[config.mk]
export PLATFORM = sky130hd
export DESIGN_NAME = tmcf_top
export DESIGN_NICKNAME = d
export VERILOG_FILES = /design/src/tmcf_edge.v /design/src/tmcf_tick.v /design/src/tmcf_top.v
export VERILOG_INCLUDE_DIRS = /design/src
export SDC_FILE = /design/constraint.sdc
export NUM_CORES = 1
export LEC_CHECK = 0
export BUFFER_PORTS_ARGS = -buffer_cell sky130_fd_sc_hd__buf_2
export CAP_MARGIN = 40
export CORE_MARGIN = 3
export CORE_UTILIZATION = 55
export CTS_CLUSTER_SIZE = 24
export DETAILED_ROUTE_END_ITERATION = 6
export GPL_ROUTABILITY_DRIVEN = 0
export PLACE_DENSITY = 0.7
export SETUP_SLACK_MARGIN = 0.4
export SLEW_MARGIN = 10
export SYNTH_ARGS = -nofsm -noshare
export SYNTH_HDL_FRONTEND = slang
export SYNTH_SLANG_ARGS = --single-unit
[constraint.sdc]
create_clock -name clock -period 3.5 [get_ports clock]
set_input_delay 0.175 -clock clock [delete_from_list [all_inputs] [get_ports clock]]
set_output_delay 0.175 -clock clock [all_outputs]
set_load 0.03 [all_outputs]
[src/tmcf_map.vh]
// Register offsets, field positions, reset values and prescale counts
// for the timer framework. Byte-wide registers on a 5-bit address.
`ifndef TMCF_MAP_VH
`define TMCF_MAP_VH

`define TMCF_CT_C0 5'h00
`define TMCF_CT_C1 5'h01
`define TMCF_CT_DL 5'h02
`define TMCF_CT_DH 5'h03
`define TMCF_CT_AL 5'h04
`define TMCF_CT_AH 5'h05
`define TMCF_PT_C0 5'h08
`define TMCF_PT_C1 5'h09
`define TMCF_PT_DL 5'h0A
`define TMCF_PT_DH 5'h0B
`define TMCF_PT_AL 5'h0C
`define TMCF_PT_AH 5'h0D
`define TMCF_PT_RPL 5'h0E
`define TMCF_PT_RPH 5'h0F
`define TMCF_PIN_SEL0 5'h10
`define TMCF_PIN_SEL1 5'h11
`define TMCF_FLAGS 5'h12

// Control 0 fields
`define TMCF_C0_PAUSE 7
`define TMCF_C0_CK_HI 6
`define TMCF_C0_CK_LO 4
`define TMCF_C0_ON 3
// Control 1 fields
`define TMCF_C1_MODE_HI 7
`define TMCF_C1_MODE_LO 6
`define TMCF_C1_IO_HI 5
`define TMCF_C1_IO_LO 4
`define TMCF_C1_OC 3
`define TMCF_C1_POL 2
`define TMCF_C1_DPX 1
`define TMCF_C1_CAPSRC 1
`define TMCF_C1_CCLR 0

// Operating modes
`define TMCF_MODE_CMP 2'h0
`define TMCF_MODE_CAP 2'h1
`define TMCF_MODE_PWM 2'h2
`define TMCF_MODE_TMR 2'h3

// Pin-select bits
`define TMCF_PS0_REF 7
`define TMCF_PS0_PT1_INV 5
`define TMCF_PS0_PT1_TRUE 4
`define TMCF_PS0_PT0_INV 3
`define TMCF_PS0_PT0_TRUE 2
`define TMCF_PS0_CT0_INV 1
`define TMCF_PS0_CT0_TRUE 0
`define TMCF_PS1_CT1_INV 1
`define TMCF_PS1_CT1_TRUE 0

`define TMCF_RESET_BYTE 8'h00
`define TMCF_PS0_MASK 8'hBF
`define TMCF_PS1_MASK 8'h03

// Prescale counts for the clock select
`define TMCF_DIV_SYS4 2'h3
`define TMCF_DIV_H16 4'hF
`define TMCF_DIV_H64 6'h3F

`endif

[src/tmcf_edge.v]
// Two-flop synchroniser with rising and falling edge pulses.
// Assumes an asynchronous pin and the block clock.
`timescale 1ns/1ps
module tmcf_edge (
    input wire clock,
    input wire arst_n,
    input wire pin,
    output wire rise,
    output wire fall
);
    reg meta;
    reg sync;
    reg last;

    always @(posedge clock or negedge arst_n)
    begin
        if (!arst_n)
        begin
            meta <= 1'b0;
            sync <= 1'b0;
            last <= 1'b0;
        end
        else
        begin
            meta <= pin;
            sync <= meta;
            last <= sync;
        end
    end

    // Edges seen only past the second flop
    assign rise = sync & ~last;
    assign fall = ~sync & last;
endmodule // tmcf_edge

[src/tmcf_tick.v]
// Counter clock select: one-cycle count enable from the chosen source.
// Assumes edge pulses already synchronised to the block clock.
`timescale 1ns/1ps
`include "tmcf_map.vh"
module tmcf_tick (
    input wire clock,
    input wire arst_n,
    input wire [2:0] sel,
    input wire sub_rise,
    input wire pin_rise,
    input wire pin_fall,
    output reg tick
);
    reg [5:0] pre;

    // The high clock is taken as the block clock itself
    always @(posedge clock or negedge arst_n)
    begin
        if (!arst_n)
            pre <= 6'h00;
        else
            pre <= pre + 6'h01;
    end

    always @*
    begin
        case (sel)
            3'h0: tick = (pre[1:0] == `TMCF_DIV_SYS4);
            3'h1: tick = 1'b1;
            3'h2: tick = (pre[3:0] == `TMCF_DIV_H16);
            3'h3: tick = (pre == `TMCF_DIV_H64);
            3'h4: tick = sub_rise;
            3'h5: tick = sub_rise;
            3'h6: tick = pin_rise;
            default: tick = pin_fall;
        endcase
    end
endmodule // tmcf_tick

[src/tmcf_top.v]
// Timer framework: one compact and one periodic timer, the pin-select
// registers and the shared low-byte holding buffer.
// Assumes a byte-wide register port on the block clock; pins are async.
`timescale 1ns/1ps
`include "tmcf_map.vh"
module tmcf_top (
    input wire clock,
    input wire arst_n,
    input wire [4:0] addr,
    input wire [7:0] wdata,
    input wire wr,
    input wire rd,
    output reg [7:0] rdata,
    input wire timer_clock_pin,
    input wire periodic_clock_pin,
    input wire capture_input_pin,
    input wire sub_clock_pin,
    output reg ct_pin,
    output reg ct_pin_oe,
    output reg ct_pin_inv,
    output reg ct_pin_inv_oe,
    output reg pt_pin,
    output reg pt_pin_oe,
    output reg pt_pin_inv,
    output reg pt_pin_inv_oe,
    output reg reference_pin_enable,
    output reg periodic1_inverted_out_enable,
    output reg periodic1_true_out_enable,
    output reg compact1_inverted_out_enable,
    output reg compact1_true_out_enable,
    output reg ct_int_a,
    output reg ct_int_p,
    output reg pt_int_a,
    output reg pt_int_p
);
    parameter [7:0] PS0_MASK = `TMCF_PS0_MASK;
    parameter [7:0] PS1_MASK = `TMCF_PS1_MASK;

    reg [7:0] ct_c0;
    reg [7:0] ct_c1;
    reg [7:0] pt_c0;
    reg [7:0] pt_c1;
    reg [7:0] timer_pin_select_0;
    reg [7:0] timer_pin_select_1;
    reg [7:0] hold_buf;
    reg [9:0] ct_cnt;
    reg [9:0] pt_cnt;
    reg [9:0] ct_compare_a_value;
    reg [9:0] pt_compare_a_value;
    reg [9:0] pt_compare_p_value;
    reg ct_on_q;
    reg pt_on_q;
    reg ct_level;
    reg pt_level;
    reg pt_pulse;
    reg [3:0] flags;
    reg [7:0] rd_mux;

    wire ct_ck_rise;
    wire ct_ck_fall;
    wire pt_ck_rise;
    wire pt_ck_fall;
    wire cap_rise;
    wire cap_fall;
    wire sub_rise;
    wire ct_tick;
    wire pt_tick;

    tmcf_edge u_ct_ck (.clock(clock), .arst_n(arst_n), .pin(timer_clock_pin),
        .rise(ct_ck_rise), .fall(ct_ck_fall));
    tmcf_edge u_pt_ck (.clock(clock), .arst_n(arst_n), .pin(periodic_clock_pin),
        .rise(pt_ck_rise), .fall(pt_ck_fall));
    tmcf_edge u_cap (.clock(clock), .arst_n(arst_n), .pin(capture_input_pin),
        .rise(cap_rise), .fall(cap_fall));
    tmcf_edge u_sub (.clock(clock), .arst_n(arst_n), .pin(sub_clock_pin),
        .rise(sub_rise), .fall());

    tmcf_tick u_ct_tick (.clock(clock), .arst_n(arst_n),
        .sel(ct_c0[`TMCF_C0_CK_HI:`TMCF_C0_CK_LO]), .sub_rise(sub_rise),
        .pin_rise(ct_ck_rise), .pin_fall(ct_ck_fall), .tick(ct_tick));
    tmcf_tick u_pt_tick (.clock(clock), .arst_n(arst_n),
        .sel(pt_c0[`TMCF_C0_CK_HI:`TMCF_C0_CK_LO]), .sub_rise(sub_rise),
        .pin_rise(pt_ck_rise), .pin_fall(pt_ck_fall), .tick(pt_tick));

    // Next compare-mode level from the two-bit pin function
    function cmp_level;
        input [1:0] io;
        input cur;
        begin
            case (io)
                2'h0: cmp_level = cur;
                2'h1: cmp_level = 1'b0;
                2'h2: cmp_level = 1'b1;
                default: cmp_level = ~cur;
            endcase
        end
    endfunction

    // Period hit; zero period means the full 1024-count wrap
    function period_hit;
        input [9:0] period;
        input [9:0] cnt;
        begin
            if (period == 10'h000)
                period_hit = (cnt == 10'h3FF);
            else
                period_hit = (cnt + 10'h001) == period;
        end
    endfunction

    wire [1:0] ct_mode = ct_c1[`TMCF_C1_MODE_HI:`TMCF_C1_MODE_LO];
    wire [1:0] pt_mode = pt_c1[`TMCF_C1_MODE_HI:`TMCF_C1_MODE_LO];
    wire [1:0] ct_io = ct_c1[`TMCF_C1_IO_HI:`TMCF_C1_IO_LO];
    wire [1:0] pt_io = pt_c1[`TMCF_C1_IO_HI:`TMCF_C1_IO_LO];
    wire ct_on = ct_c0[`TMCF_C0_ON];
    wire pt_on = pt_c0[`TMCF_C0_ON];
    wire ct_step = ct_tick & ct_on & ~ct_c0[`TMCF_C0_PAUSE];
    wire pt_step = pt_tick & pt_on & ~pt_c0[`TMCF_C0_PAUSE];
    // Compact period is set by ct_c0[2:0] alone, in steps of 128 counts
    wire [9:0] ct_period = {ct_c0[2:0], 7'h00};
    wire [9:0] ct_inc = ct_cnt + 10'h001;
    wire [9:0] pt_inc = pt_cnt + 10'h001;

    wire ct_ma = ct_step & (ct_inc == ct_compare_a_value);
    wire ct_mp = ct_step & period_hit(ct_period, ct_cnt);
    wire pt_ma = pt_step & (pt_inc == pt_compare_a_value) & (pt_mode != `TMCF_MODE_CAP);
    wire pt_mp = pt_step & period_hit(pt_compare_p_value, pt_cnt);
    wire ct_ovf = ct_step & (ct_cnt == 10'h3FF);
    wire pt_ovf = pt_step & (pt_cnt == 10'h3FF);

    // PWM counter clears on the comparator chosen as period
    wire ct_clr_on_a = (ct_mode == `TMCF_MODE_PWM) ? ct_c1[`TMCF_C1_DPX] : ct_c1[`TMCF_C1_CCLR];
    wire pt_clr_on_a = (pt_mode == `TMCF_MODE_PWM) ? pt_c1[`TMCF_C1_DPX] : pt_c1[`TMCF_C1_CCLR];
    wire ct_clear = (ct_on & ~ct_on_q) | ct_ovf | (ct_clr_on_a ? ct_ma : ct_mp);
    wire pt_single = (pt_mode == `TMCF_MODE_PWM) && (pt_io == 2'h3);
    wire pt_trig = pt_single & pt_on & pt_ck_rise;
    wire pt_clear = (pt_on & ~pt_on_q) | pt_ovf | pt_trig |
        (pt_clr_on_a ? pt_ma : pt_mp);

    // Capture source: dedicated pin or the clock pin
    wire src_rise = pt_c1[`TMCF_C1_CAPSRC] ? pt_ck_rise : cap_rise;
    wire src_fall = pt_c1[`TMCF_C1_CAPSRC] ? pt_ck_fall : cap_fall;
    wire pt_cap = pt_on && (pt_mode == `TMCF_MODE_CAP) &&
        ((pt_io == 2'h0 && src_rise) || (pt_io == 2'h1 && src_fall) ||
        (pt_io == 2'h2 && (src_rise || src_fall)));

    // PWM duty: the comparator not used as period
    wire [9:0] ct_duty = ct_c1[`TMCF_C1_DPX] ? ct_period : ct_compare_a_value;
    wire [9:0] pt_duty = pt_c1[`TMCF_C1_DPX] ? pt_compare_p_value : pt_compare_a_value;
    wire ct_pwm_act = (ct_io == 2'h1) || (ct_io == 2'h2 && ct_cnt < ct_duty);
    wire pt_pwm_act = pt_single ? pt_pulse :
        ((pt_io == 2'h1) || (pt_io == 2'h2 && pt_cnt < pt_duty));

    wire ct_oc = ct_c1[`TMCF_C1_OC];
    wire pt_oc = pt_c1[`TMCF_C1_OC];
    wire ct_wave = ct_level ^ ct_c1[`TMCF_C1_POL];
    wire pt_wave = pt_level ^ pt_c1[`TMCF_C1_POL];
    wire flag_clr = wr && (addr == `TMCF_FLAGS);

    always @*
    begin
        rd_mux = 8'h00;
        case (addr)
            `TMCF_CT_C0: rd_mux = ct_c0;
            `TMCF_CT_C1: rd_mux = ct_c1;
            `TMCF_PT_C0: rd_mux = pt_c0;
            `TMCF_PT_C1: rd_mux = pt_c1;
            `TMCF_CT_DL: rd_mux = hold_buf;
            `TMCF_CT_AL: rd_mux = hold_buf;
            `TMCF_PT_DL: rd_mux = hold_buf;
            `TMCF_PT_AL: rd_mux = hold_buf;
            `TMCF_PT_RPL: rd_mux = hold_buf;
            `TMCF_CT_DH: rd_mux = {6'h00, ct_cnt[9:8]};
            `TMCF_CT_AH: rd_mux = {6'h00, ct_compare_a_value[9:8]};
            `TMCF_PT_DH: rd_mux = {6'h00, pt_cnt[9:8]};
            `TMCF_PT_AH: rd_mux = {6'h00, pt_compare_a_value[9:8]};
            `TMCF_PT_RPH: rd_mux = {6'h00, pt_compare_p_value[9:8]};
            `TMCF_PIN_SEL0: rd_mux = timer_pin_select_0;
            `TMCF_PIN_SEL1: rd_mux = timer_pin_select_1;
            `TMCF_FLAGS: rd_mux = {4'h0, flags};
            default: rd_mux = 8'h00;
        endcase
    end

    // Register port and shared holding buffer
    always @(posedge clock or negedge arst_n)
    begin
        if (!arst_n)
        begin
            rdata <= 8'h00;
            hold_buf <= `TMCF_RESET_BYTE;
            ct_c0 <= `TMCF_RESET_BYTE;
            ct_c1 <= `TMCF_RESET_BYTE;
            pt_c0 <= `TMCF_RESET_BYTE;
            pt_c1 <= `TMCF_RESET_BYTE;
            timer_pin_select_0 <= `TMCF_RESET_BYTE;
            timer_pin_select_1 <= `TMCF_RESET_BYTE;
            ct_compare_a_value <= 10'h000;
            pt_compare_a_value <= 10'h000;
            pt_compare_p_value <= 10'h000;
        end
        else
        begin
            rdata <= rd ? rd_mux : 8'h00;
            if (rd)
            begin
                // High-byte read latches the low byte for the next read
                case (addr)
                    `TMCF_CT_DH: hold_buf <= ct_cnt[7:0];
                    `TMCF_CT_AH: hold_buf <= ct_compare_a_value[7:0];
                    `TMCF_PT_DH: hold_buf <= pt_cnt[7:0];
                    `TMCF_PT_AH: hold_buf <= pt_compare_a_value[7:0];
                    `TMCF_PT_RPH: hold_buf <= pt_compare_p_value[7:0];
                    default: hold_buf <= hold_buf;
                endcase
            end
            if (pt_cap)
                pt_compare_a_value <= pt_cnt;
            if (wr)
            begin
                case (addr)
                    `TMCF_CT_C0: ct_c0 <= wdata;
                    `TMCF_CT_C1: ct_c1 <= wdata;
                    `TMCF_PT_C0: pt_c0 <= wdata;
                    `TMCF_PT_C1: pt_c1 <= wdata;
                    `TMCF_CT_AL: hold_buf <= wdata;
                    `TMCF_PT_AL: hold_buf <= wdata;
                    `TMCF_PT_RPL: hold_buf <= wdata;
                    `TMCF_CT_AH: ct_compare_a_value <= {wdata[1:0], hold_buf};
                    `TMCF_PT_AH: pt_compare_a_value <= {wdata[1:0], hold_buf};
                    `TMCF_PT_RPH: pt_compare_p_value <= {wdata[1:0], hold_buf};
                    `TMCF_PIN_SEL0: timer_pin_select_0 <= wdata & PS0_MASK;
                    `TMCF_PIN_SEL1: timer_pin_select_1 <= wdata & PS1_MASK;
                    default: hold_buf <= hold_buf;
                endcase
            end
        end
    end

    // Counters, output levels and match flags
    always @(posedge clock or negedge arst_n)
    begin
        if (!arst_n)
        begin
            ct_cnt <= 10'h000;
            pt_cnt <= 10'h000;
            ct_on_q <= 1'b0;
            pt_on_q <= 1'b0;
            ct_level <= 1'b0;
            pt_level <= 1'b0;
            pt_pulse <= 1'b0;
            flags <= 4'h0;
            ct_int_a <= 1'b0;
            ct_int_p <= 1'b0;
            pt_int_a <= 1'b0;
            pt_int_p <= 1'b0;
        end
        else
        begin
            ct_on_q <= ct_on;
            pt_on_q <= pt_on;
            if (ct_clear)
                ct_cnt <= 10'h000;
            else if (ct_step)
                ct_cnt <= ct_inc;
            if (pt_clear)
                pt_cnt <= 10'h000;
            else if (pt_step)
                pt_cnt <= pt_inc;

            // Compact: compare, PWM, or timer mode holding the pin
            if (ct_mode == `TMCF_MODE_CMP)
            begin
                if (ct_on & ~ct_on_q)
                    ct_level <= ct_oc;
                else if (ct_ma)
                    ct_level <= cmp_level(ct_io, ct_level);
            end
            else if (ct_mode == `TMCF_MODE_PWM)
                ct_level <= ct_pwm_act ? ct_oc : ~ct_oc;

            // Single pulse runs from trigger to comparator A match
            if (pt_trig)
                pt_pulse <= 1'b1;
            else if (pt_ma || !pt_on)
                pt_pulse <= 1'b0;
            if (pt_mode == `TMCF_MODE_CMP)
            begin
                if (pt_on & ~pt_on_q)
                    pt_level <= pt_oc;
                else if (pt_ma)
                    pt_level <= cmp_level(pt_io, pt_level);
            end
            else if (pt_mode == `TMCF_MODE_PWM)
                pt_level <= pt_pwm_act ? pt_oc : ~pt_oc;

            // Set wins over a same-cycle write-one clear
            flags[0] <= ct_ma | (flags[0] & ~(flag_clr & wdata[0]));
            flags[1] <= ct_mp | (flags[1] & ~(flag_clr & wdata[1]));
            flags[2] <= pt_ma | pt_cap | (flags[2] & ~(flag_clr & wdata[2]));
            flags[3] <= pt_mp | (flags[3] & ~(flag_clr & wdata[3]));
            ct_int_a <= ct_ma;
            ct_int_p <= ct_mp;
            pt_int_a <= pt_ma | pt_cap;
            pt_int_p <= pt_mp;
        end
    end

    // Pin drive; an unselected pin is released but the timer keeps running
    always @(posedge clock or negedge arst_n)
    begin
        if (!arst_n)
        begin
            ct_pin <= 1'b0;
            ct_pin_oe <= 1'b0;
            ct_pin_inv <= 1'b0;
            ct_pin_inv_oe <= 1'b0;
            pt_pin <= 1'b0;
            pt_pin_oe <= 1'b0;
            pt_pin_inv <= 1'b0;
            pt_pin_inv_oe <= 1'b0;
            reference_pin_enable <= 1'b0;
            periodic1_inverted_out_enable <= 1'b0;
            periodic1_true_out_enable <= 1'b0;
            compact1_inverted_out_enable <= 1'b0;
            compact1_true_out_enable <= 1'b0;
        end
        else
        begin
            ct_pin_oe <= timer_pin_select_0[`TMCF_PS0_CT0_TRUE];
            ct_pin_inv_oe <= timer_pin_select_0[`TMCF_PS0_CT0_INV];
            pt_pin_oe <= timer_pin_select_0[`TMCF_PS0_PT0_TRUE];
            pt_pin_inv_oe <= timer_pin_select_0[`TMCF_PS0_PT0_INV];
            ct_pin <= timer_pin_select_0[`TMCF_PS0_CT0_TRUE] & ct_wave;
            ct_pin_inv <= timer_pin_select_0[`TMCF_PS0_CT0_INV] & ~ct_wave;
            pt_pin <= timer_pin_select_0[`TMCF_PS0_PT0_TRUE] & pt_wave;
            pt_pin_inv <= timer_pin_select_0[`TMCF_PS0_PT0_INV] & ~pt_wave;
            reference_pin_enable <= timer_pin_select_0[`TMCF_PS0_REF];
            periodic1_inverted_out_enable <= timer_pin_select_0[`TMCF_PS0_PT1_INV];
            periodic1_true_out_enable <= timer_pin_select_0[`TMCF_PS0_PT1_TRUE];
            compact1_inverted_out_enable <= timer_pin_select_1[`TMCF_PS1_CT1_INV];
            compact1_true_out_enable <= timer_pin_select_1[`TMCF_PS1_CT1_TRUE];
        end
    end
endmodule // tmcf_top

==> results by group, run 1 <==
Routing
  – DRC viols: 0
  – Initial drt markers: 878
  – Final ANT Viol Nets: 0
  – Avg WL per Cell: 21.8 microns
  – Vias per cell: 6.50
  – Drt total wl: around 24000 microns
  – DR pass1 iterations: 7
  – DR vias: 7204

STA
  – Setup TNS Final: 0 ps
  – Final hold violation count: 0
  – Tmin final: 2870 ps
  – Actual slew at the worst max-slew pin: 882 ps
  – RSZ-0062 raised after global routing: false
  – Clock Skews: 11.7 ps
  – Final setup vio count: 0
  – Final Slew Violations: 0
  – Rel. slew slack: 0.407
  – FMAX: 348 MHz
  – Final period util: 0.820

Placement
  – Placed cell count: approximately 1100
  – IO buf count: 45
  – Dpl hpwl: 17600 microns

Global routing
  – First-pass GRT wire length: 38300 microns
  – Vias in the first global route: 6878
  – Global Route Usage Sum: 0.275
  – Global route overflow: 0
  – Pin count of the biggest net entering global routing: 97
  – Initial antenna violation count: 0

Worst setup path
  – Critical setup path kind: flop to flop
  – WP depth: 7
  – WP data arrival: 3170 ps
  – Worst Setup EP: ct_level$_DFFE_PN0P_
  – Worst path bufs/invs: 0
  – R2R setup slack: 630 ps
  – Startpoint Class: flop
  – Cell depth of the worst flop-to-flop path: 7
  – Critical path endpoint category: flop
  – Slowest-stage cell, CP: nor3_1
  – Most common cell on crit path: o221ai_1
  – CP top delay family: simple AND/OR/NAND/NOR gates
  – Slowest stage delay, CP: 700 ps
  – CP Cell Sequence: nand4_1 -> nor3_1 -> xnor2_1 -> o221ai_1 -> nor4_2 -> nor2b_1 -> o221ai_1
  – CP startpoint: ct_cnt[4]$_DFFE_PN0P_
  – FF-to-FF Start: ct_cnt[4]$_DFFE_PN0P_
  – Critical Path Fanout Max: 9
  – Critical Path RT: 3800 ps
  – Worst r2r dst: ct_level$_DFFE_PN0P_

Clocking
  – TritonCTS clock tree: yes
  – CTS buffer count: 17
  – Deepest clock path buffer count: 2
  – Worst-skew pair later-pin latency: 430 ps
  – Worst-path clk slew: 70 ps
  – H-tree depth: 4
  – Clock root cell: clkbuf_16
  – Clk sink count: 157
  – Number of post-CTS setup repair buffers: 0

Floorplanning
  – Die X: 133 microns
  – Site row count: 45
  – Core footprint: 15500 sq um
  – Starting Density: 0.574
  – Die height: 133 microns
  – # IOs: 46
  – Die area: 17800 sq um

Cells and area
  – Layout area overhead: 11.5%
  – Nets@finish: 935
  – Commonest non-fill, non-tap cells in the layout: 157 x dfrtp_1, 63 x mux2_2, 56 x nand2_1, 56 x nor2_1, 44 x buf_2
  – Final non-filler cell total: 1108
  – Layout cells sized above 1: 0.188
  – Most common cell after layout, fill and taps aside: dfrtp_1
  – Antenna cells: 0

Logic synthesis
  – Post-synthesis cell type count: 74
  – Synth Net Count: between 800 and 900
  – Syn. warnings: 0
  – Yosys reg bits: 157
  – Synthesized instance count: 846
  – Synthesized area: 8920 sq um
  – Ys async rst share: 1.00
  – Syn Area/Cell: 10.5 sq um
  – Seq/Total Area, Yosys: 0.441
  – Synth Flop Type: dfrtp_1
  – Post-synth EDFFs: 0

Pwr
  – PD cells: 598 nW/um^2
  – Max IR drop VDD: around 410 uV
  – Leakage power: 0.00439 uW

Worst hold path
  – WHS Path Cells: 2
  – Worst Hold Class: primary input to flop

Job
  – Max cap viols: 0

Run status
  – Status: finished, final reports clean
==> synthesized netlist by cell type, types with 9 or more instances <==
cell type    n  area [sq um]
dfrtp_1    157          3930
mux2_2      63           709
nand2_1     56           210
nor2_1      56           210
nand3_1     33           165
mux2i_1     32           320
xnor2_1     32           280
ha_1        30           375
xor2_1      27           236
a21oi_1     26           130
clkbuf_1    25          93.8
o21ai_0     24           120
inv_1       23          86.3
nor3_1      19          95.1
a222oi_1    15           150
a22oi_1     13          97.6
nand4_1     13          81.3
nor4_1      13          81.3
nand2b_1    12          75.1
and3_1       9          56.3
==> where the power goes <==
group          total (uW)  internal (uW)  switching (uW)
clock network        1730            926             801
registers            2710           2140             565
logic                1510            745             760
==> logic make-up after synthesis <==
| kind of cell | share of synthesized area |
|---|---|
| and+or+nand+nor | 0.161 |
| AOI/OAI and AO/OA | 0.138 |
| DFF | 0.441 |
| muxes | 0.115 |
| xor gates and xnor gates | 0.0735 |
| buffers and inverters | 0.0286 |
| adders and majority gates | 0.0432 |
==> sequential cells by signal, indices dropped and copies added, names as in the netlist, 2 cells and up <==
name,count
timer_pin_select_1,2
ct_cnt,10
u_pt_tick.pre,6
pt_c0,8
ct_c1,8
pt_cnt,10
flags,4
u_ct_tick.pre,6
timer_pin_select_0,7
pt_compare_a_value,10
pt_compare_p_value,10
ct_c0,8
pt_c1,8
ct_compare_a_value,10
rdata,8
hold_buf,8
==> cell type report <==
| type | instances | area, sq um |
|---|---|---|
| Multi-Input combinational cell | 625 | 4740 |
| Tap cell | 211 | 264 |
| Inverter | 23 | 86.3 |
| Fill cell | 1277 | 5600 |
| Clock inverter | 12 | 106 |
| Timing Repair Buffer | 60 | 377 |
| Clock buffer | 20 | 437 |
| Sequential cell | 157 | 3930 |
==> repair_timing <==
item / in CTS / in global routing
hold buffers: 5 / 0
resized for setup: 0 / 2
setup endpoints to repair: 0 / 1
endpoints found under the hold margin: 123 / 0
==> worst min path at each step <==
stage / from / to / slack, ps
finish: wdata[6] / pt_c0[6]$_DFFE_PN0P_ / 80
global placement: sub_clock_pin / u_sub.meta$_DFF_PN0_ / 280
global route: wdata[6] / pt_c1[6]$_DFFE_PN0P_ / 80
CTS: wdata[6] / pt_c1[6]$_DFFE_PN0P_ / 80
detailed placement: arst_n / u_pt_tick.pre[5]$_DFF_PN0_ / -20
floorplan: arst_n / compact1_inverted_out_enable$_DFF_PN0_ / -120
==> per-layer routing <==
metal / wire, microns / up-vias / track usage
li1: - / 3236 / -
met1: 10200 / 3536 / 0.379
met2: 11100 / 369 / 0.430
met3: 2080 / 63 / 0.0608
met4: 788 / 0 / 0.101
met5: 0 / - / 0
==> metrics by stage <==
stage                     hold slack [ps]  utilization  setup WS, ps  total power [uW]  cell area, sq um
after floorplan                      -121            -          1010              3660              8920
after global placement                284        0.599           762              4130              9310
after detailed placement            -17.4        0.601           702              4200              9340
after CTS                            81.2        0.639           676              5930              9930
after global routing                 78.5        0.639           395              6230              9940
final                                83.4        0.639           630              5940              9940
No activity file was read; power rests on OpenSTA's default activity.
==> inputs of run 2 (changes only) <==
PLACE_DENSITY = 0.73   (was 0.7)
clock period = 2.6 ns   (was 3.5 ns; I/O delays follow)
==> results by group, run 2 (synthesis gave the netlist of run 1 again) <==
Floorplanning
  – Die X: 133 microns (unchanged)
  – Starting Density: 0.574 (unchanged)
  – # IOs: 46 (unchanged)
  – Die area: 17800 sq um (unchanged)
  – Die height: 133 microns (unchanged)
  – Site row count: 45 (unchanged)
  – Core footprint: 15500 sq um (unchanged)

Pwr
  – Clk pwr share: 0.287 (was 0.291)
  – Switching share of power: 0.362 (was 0.358)
  – Max IR drop VDD: 594 uV (was 409 uV)
  – Psw: 3240 uW (was 2130 uW)
  – Leakage power: 0.00493 uW (was 0.00439 uW)
  – Final Power: 8940 uW (was 5940 uW)
  – PD cells: 794 nW/um^2 (was 598 nW/um^2)
  – Gate power share: 0.313 (was 0.253)
  – Sequential power share: 0.400 (was 0.456)
  – Pint: 5700 uW (was 3810 uW)

Global routing
  – Pin count of the biggest net entering global routing: 74 (was 97)
  – Global Route Usage Sum: 0.307 (was 0.275)
  – Global route overflow: 0 (unchanged)
  – Vias in the first global route: 7899 (was 6878)
  – First-pass GRT wire length: 43200 microns (was 38300 microns)
  – Initial antenna violation count: 0 (unchanged)

Worst setup path
  – Cell depth of the worst flop-to-flop path: 7 (unchanged)
  – Worst path bufs/invs: 0 (unchanged)
  – Slowest-stage cell, CP: or4_4 (was nor3_1)
  – Critical setup path kind: flop to flop (unchanged)
  – CP Cell Sequence: ha_4 -> xnor2_2 -> nand3_2 -> or3_1 -> or4_4 -> o22ai_4 -> nor4_1 (was nand4_1 -> nor3_1 -> xnor2_1 -> o221ai_1 -> nor4_2 -> nor2b_1 -> o221ai_1)
  – FF-to-FF Start: pt_cnt[0]$_DFFE_PN0P_ (was ct_cnt[4]$_DFFE_PN0P_)
  – Startpoint Class: flop (unchanged)
  – Critical Path RT: 2910 ps (was 3800 ps)
  – Critical Path Fanout Max: 6 (was 9)
  – R2R setup slack: 170 ps (was 630 ps)
  – CP top delay family: simple AND/OR/NAND/NOR gates (unchanged)
  – Critical path endpoint category: flop (unchanged)
  – Slowest stage delay, CP: 570 ps (was 700 ps)
  – WP data arrival: 2730 ps (was 3170 ps)
  – WP depth: 7 (unchanged)
  – Worst r2r dst: pt_cnt[7]$_DFFE_PN0P_ (was ct_level$_DFFE_PN0P_)

STA
  – Setup ws final: 174 ps (was 630 ps)
  – Tmin final: 2430 ps (was 2870 ps)
  – Final Slew Violations: 0 (unchanged)
  – Actual slew at the worst max-slew pin: 864 ps (was 882 ps)
  – Setup TNS Final: 0 ps (unchanged)
  – Rel. slew slack: 0.408 (was 0.407)
  – Final setup vio count: 0 (unchanged)
  – Clock Skews: 8.34 ps (was 11.7 ps)
  – RSZ-0062 raised after global routing: true (was false)
  – FMAX: 412 MHz (was 348 MHz)
  – Final period util: 0.933 (was 0.820)
  – Final hold violation count: 0 (unchanged)

Routing
  – DR vias: 8001 (was 7204)
  – DRC viols: 0 (unchanged)
  – Drt total wl: 27900 microns (was 24100 microns)
  – Final ANT Viol Nets: 0 (unchanged)
  – DR pass1 iterations: 7 (unchanged)
  – Vias per cell: 6.70 (was 6.50)
  – Initial drt markers: 1009 (was 878)
  – Avg WL per Cell: 23.3 microns (was 21.8 microns)

Clocking
  – Deepest clock path buffer count: 2 (unchanged)
  – Clock root cell: clkbuf_16 (unchanged)
  – Worst-skew pair later-pin latency: 430 ps (about the same)
  – TritonCTS clock tree: yes (unchanged)
  – CTS buffer count: 17 (unchanged)
  – Clk sink count: 157 (unchanged)
  – H-tree depth: 4 (unchanged)
  – Worst-path clk slew: 70 ps (about the same)

Run status
  – Status: finished, final reports clean (unchanged)

Placement
  – Worst slack at placement: -30.8 ps (was 702 ps)
  – IO buf count: 45 (unchanged)
  – Dpl hpwl: 18200 microns (was 17600 microns)

Worst hold path
  – Worst Hold Endpoint: flags[3]$_DFF_PN0_ (was pt_c0[6]$_DFFE_PN0P_)
  – Hold wc startpoint: wdata[3] (was wdata[6])
  – WHS Path Cells: 3 (was 2)
  – Worst Hold Class: primary input to flop (unchanged)

Cells and area
  – Antenna cells: 0 (unchanged)
  – Layout cells sized above 1: 0.365 (was 0.188)
  – Commonest non-fill, non-tap cells in the layout: 142 x dfrtp_1, 87 x buf_4, 63 x mux2_2 (was 157 x dfrtp_1, 63 x mux2_2, 56 x nand2_1, 56 x nor2_1, 44 x buf_2)
  – Layout area overhead: 26.3% (was 11.5%)
  – Most common cell after layout, fill and taps aside: dfrtp_1 (unchanged)
  – Nets@finish: 1022 (was 935)

Job
  – Max cap viols: 0 (unchanged)
==> run 2: power by group through the flow <==
stage | combinational, uW | clock, uW | sequential [uW]
after CTS | 2560 | 2580 | 3520
after detailed placement | 2230 | 0 | 3550
after global placement | 2160 | 0 | 3530
after global routing | 2990 | 2700 | 3610
final | 2800 | 2570 | 3580
after floorplan | 1610 | 0 | 3400
==> run 2: worst register-to-register path, delay by kind of cell (launching register included) <==
family	cells	cell delay [ps]
AND/OR/NAND/NOR	4	1090
flip-flops	1	470
adder cells (fa/ha/maj)	1	290
AO/OA/AOI/OAI	1	260
XOR/XNOR	1	190
==> run 2: per-stage QoR <==
step                hold WS (ps)  utilization  area, sq um  std cells
floorplan                   -166            -         9040        846
global placement             194        0.626         9730       1111
detailed placement           196        0.626         9730       1111
CTS                         29.5        0.706        11000       1181
global route                56.4        0.725        11300       1195
finish                      59.4        0.725        11300       1195
==> run 2: final cells by class <==
type	count	area [sq um]
multi-input cells	627	5330
fillers	1026	4280
flip-flops and latches	157	3950
repair buffers	145	1040
clock buffers	18	429
well taps	211	264
clock inverters	14	170
inverters	23	86.3
==> run 2: how the worst max path moves through the flow <==
stage	slack, ps	to	startpoint
global placement	30	ct_cnt[8]$_DFFE_PN0P_	u_ct_tick.pre[0]$_DFF_PN0_
finish	170	pt_cnt[7]$_DFFE_PN0P_	pt_cnt[0]$_DFFE_PN0P_
global route	140	pt_cnt[7]$_DFFE_PN0P_	u_pt_tick.pre[1]$_DFF_PN0_
CTS	240	pt_cnt[2]$_DFFE_PN0P_	pt_cnt[1]$_DFFE_PN0P_
detailed placement	-30	ct_cnt[7]$_DFFE_PN0P_	u_ct_tick.pre[0]$_DFF_PN0_
floorplan	300	pt_cnt[0]$_DFFE_PN0P_	pt_cnt[1]$_DFFE_PN0P_
==> run 2: timing repair <==
action / CTS / global route
hold buffers: 5 / 0
buffers inserted: 31 / 14
pin swaps: 42 / 32
gates cloned: 2 / 0
endpoints found under the setup margin: 28 / 29
hold endpoints to repair: 74 / 0
gates resized for setup: 74 / 42
==> run 2: layer usage <==
| layer | vias up | global-route usage | part of all wire |
|---|---|---|---|
| met3 | 124 | 0.0714 | 0.10 |
| met2 | 542 | 0.489 | 0.47 |
| met5 | - | 0 | 0 |
| met1 | 3929 | 0.406 | 0.39 |
| li1 | 3406 | - | - |
| met4 | 0 | 0.133 | 0.038 |
==> inputs of run 3 (changes only) <==
RECOVER_POWER = 50   (was default)
==> results by group, run 3 (synthesis gave the netlist of run 1 again) <==
STA
  – Final hold slack: 42.9 ps (was 59.4 ps)
  – Rel. slew slack: -0.309 (was 0.408)
  – FMAX: 412 MHz (about the same)
  – RSZ-0062 raised after global routing: true (unchanged)
  – Setup ws final: 171 ps (was 174 ps)
  – Final hold violation count: 0 (unchanged)
  – Final period util: 0.934 (was 0.933)
  – Tmin final: 2430 ps (about the same)
  – Final Slew Violations: 73 (was 0)
  – Clock Skews: 9.35 ps (was 8.34 ps)
  – Final setup vio count: 0 (unchanged)
  – Actual slew at the worst max-slew pin: 1960 ps (was 864 ps)

Global routing
  – Initial antenna violation count: 0 (unchanged)
  – Pin count of the biggest net entering global routing: 74 (unchanged)
  – Vias in the first global route: 7899 (unchanged)
  – First-pass GRT wire length: 43200 microns (unchanged)
  – Global route overflow: 0 (unchanged)
  – Global Route Usage Sum: 0.307 (unchanged)

Worst hold path
  – WHS Path Cells: 2 (was 3)
  – Worst Hold Class: primary input to flop (unchanged)
  – Hold wc startpoint: wdata[5] (was wdata[3])
  – Worst Hold Endpoint: ct_c1[5]$_DFFE_PN0P_ (was flags[3]$_DFF_PN0_)

Worst setup path
  – Slowest-stage cell, CP: or4_4 (unchanged)
  – Critical setup path kind: flop to flop (unchanged)
  – Worst path bufs/invs: 0 (unchanged)
  – Critical Path Fanout Max: 6 (unchanged)
  – WP data arrival: 2740 ps (was 2730 ps)
  – Startpoint Class: flop (unchanged)
  – CP Cell Sequence: ha_4 -> xnor2_2 -> nand3_2 -> or3_1 -> or4_4 -> o22ai_4 -> nor4_1 (unchanged)
  – Worst r2r dst: pt_cnt[7]$_DFFE_PN0P_ (unchanged)
  – Slowest stage delay, CP: 570 ps (about the same)
  – Critical path endpoint category: flop (unchanged)
  – Critical Path RT: 2910 ps (about the same)
  – R2R setup slack: 170 ps (about the same)
  – CP top delay family: simple AND/OR/NAND/NOR gates (unchanged)
  – FF-to-FF Start: pt_cnt[0]$_DFFE_PN0P_ (unchanged)
  – Cell depth of the worst flop-to-flop path: 7 (unchanged)

Placement
  – Placed cell count: 1111 (unchanged)
  – Worst slack at placement: -30.8 ps (unchanged)
  – Dpl hpwl: 18200 microns (unchanged)
  – IO buf count: 45 (unchanged)
  – Placed Area: 9730 sq um (unchanged)

Cells and area
  – Layout cells sized above 1: 0.336 (was 0.365)
  – Antenna cells: 0 (unchanged)
  – Nets@finish: 1022 (unchanged)
  – Most common cell after layout, fill and taps aside: dfrtp_1 (unchanged)
  – Final non-filler cell total: 1195 (unchanged)
  – Final instance area: 11200 sq um (was 11300 sq um)
  – Final core utilization: 0.721 (was 0.725)
  – Layout area overhead: 25.6% (was 26.3%)
  – Commonest non-fill, non-tap cells in the layout: 143 x dfrtp_1, 81 x buf_4, 63 x mux2_2 (was 142 x dfrtp_1, 87 x buf_4, 63 x mux2_2)

Clocking
  – Clk sink count: 157 (unchanged)
  – Deepest clock path buffer count: 2 (unchanged)
  – Clock root cell: clkbuf_16 (unchanged)
  – H-tree depth: 4 (unchanged)
  – CTS buffer count: 17 (unchanged)
  – TritonCTS clock tree: yes (unchanged)
  – Worst-skew pair later-pin latency: 430 ps (about the same)
  – Worst-path clk slew: 70 ps (about the same)

Routing
  – Initial drt markers: 888 (was 1009)
  – Final ANT Viol Nets: 0 (unchanged)
  – DR vias: 8037 (was 8001)
  – DRC viols: 0 (unchanged)
  – Drt total wl: 27900 microns (about the same)
  – Avg WL per Cell: 23.4 microns (was 23.3 microns)
  – DR pass1 iterations: 7 (unchanged)
  – Vias per cell: 6.73 (was 6.70)

Floorplanning
  – Die height: 133 microns (unchanged)
  – # IOs: 46 (unchanged)
  – Core footprint: 15500 sq um (unchanged)
  – Die area: 17800 sq um (unchanged)
  – Site row count: 45 (unchanged)
  – Starting Density: 0.574 (unchanged)
  – Die X: 133 microns (unchanged)

Job
  – Max cap viols: 1 (was 0)

Pwr
  – Max IR drop VDD: 587 uV (was 594 uV)
  – Leakage power: 0.00483 uW (was 0.00493 uW)
  – PD cells: 797 nW/um^2 (was 794 nW/um^2)

Run status
  – Status: finished with violations (was finished, final reports clean)
  – Violated checks: capacitance limit, slew limit
-- run 3: cell count changes in the layout (fill, tap and decap cells not counted), sizes merged --
cell / change
buf: -30
clkbuf: +30
-- run 3: timing repair --
action | in CTS | in global routing
gates resized for setup | 74 | 42
buffers inserted | 31 | 14
hold endpoints to repair | 74 | 0
pin swaps | 42 | 32
hold buffers | 5 | 0
setup endpoints to repair | 28 | 29
gates cloned | 2 | 0
-- run 3: where the power goes --
group	switching [uW]	total (uW)	internal, uW
clock network	1110	2560	1450
logic	1450	2780	1330
registers	682	3580	2900
total	3240	8920	5680
-- run 3: cell type report --
| type | count | area [sq um] |
|---|---|---|
| multi-input cells | 627 | 5310 |
| fillers | 1046 | 4340 |
| flip-flops and latches | 157 | 3950 |
| repair buffers | 145 | 990 |
| clock buffers | 18 | 429 |
| well taps | 211 | 264 |
| clock inverters | 14 | 170 |
| inverters | 23 | 86.3 |
-- run 3: how the worst max path moves through the flow --
stage / endpoint / cells past startpoint / from / slack (ps)
2_1_floorplan: pt_cnt[0]$_DFFE_PN0P_ / 7 / pt_cnt[1]$_DFFE_PN0P_ / 300
3_3_place_gp: ct_cnt[8]$_DFFE_PN0P_ / 8 / u_ct_tick.pre[0]$_DFF_PN0_ / 30
6_report: pt_cnt[7]$_DFFE_PN0P_ / 7 / pt_cnt[0]$_DFFE_PN0P_ / 170
3_5_place_dp: ct_cnt[7]$_DFFE_PN0P_ / 8 / u_ct_tick.pre[0]$_DFF_PN0_ / -30
5_1_grt: pt_cnt[7]$_DFFE_PN0P_ / 9 / u_pt_tick.pre[1]$_DFF_PN0_ / 90
4_1_cts: pt_cnt[2]$_DFFE_PN0P_ / 7 / pt_cnt[1]$_DFFE_PN0P_ / 240
-- run 3: metal layers --
layer | global-route usage | vias up | share of wire
li1 | - | 3404 | -
met1 | 0.406 | 3921 | 0.39
met2 | 0.489 | 571 | 0.47
met3 | 0.0714 | 141 | 0.099
met4 | 0.133 | 0 | 0.042
met5 | 0 | - | 0
-- run 3: metrics by stage --
step                      setup TNS [ps]  total power [uW]
after floorplan                        0              5000
final                                  0              8920
after detailed placement            -103              5780
after global routing                   0              9280
after CTS                              0              8660
after global placement                 0              5680
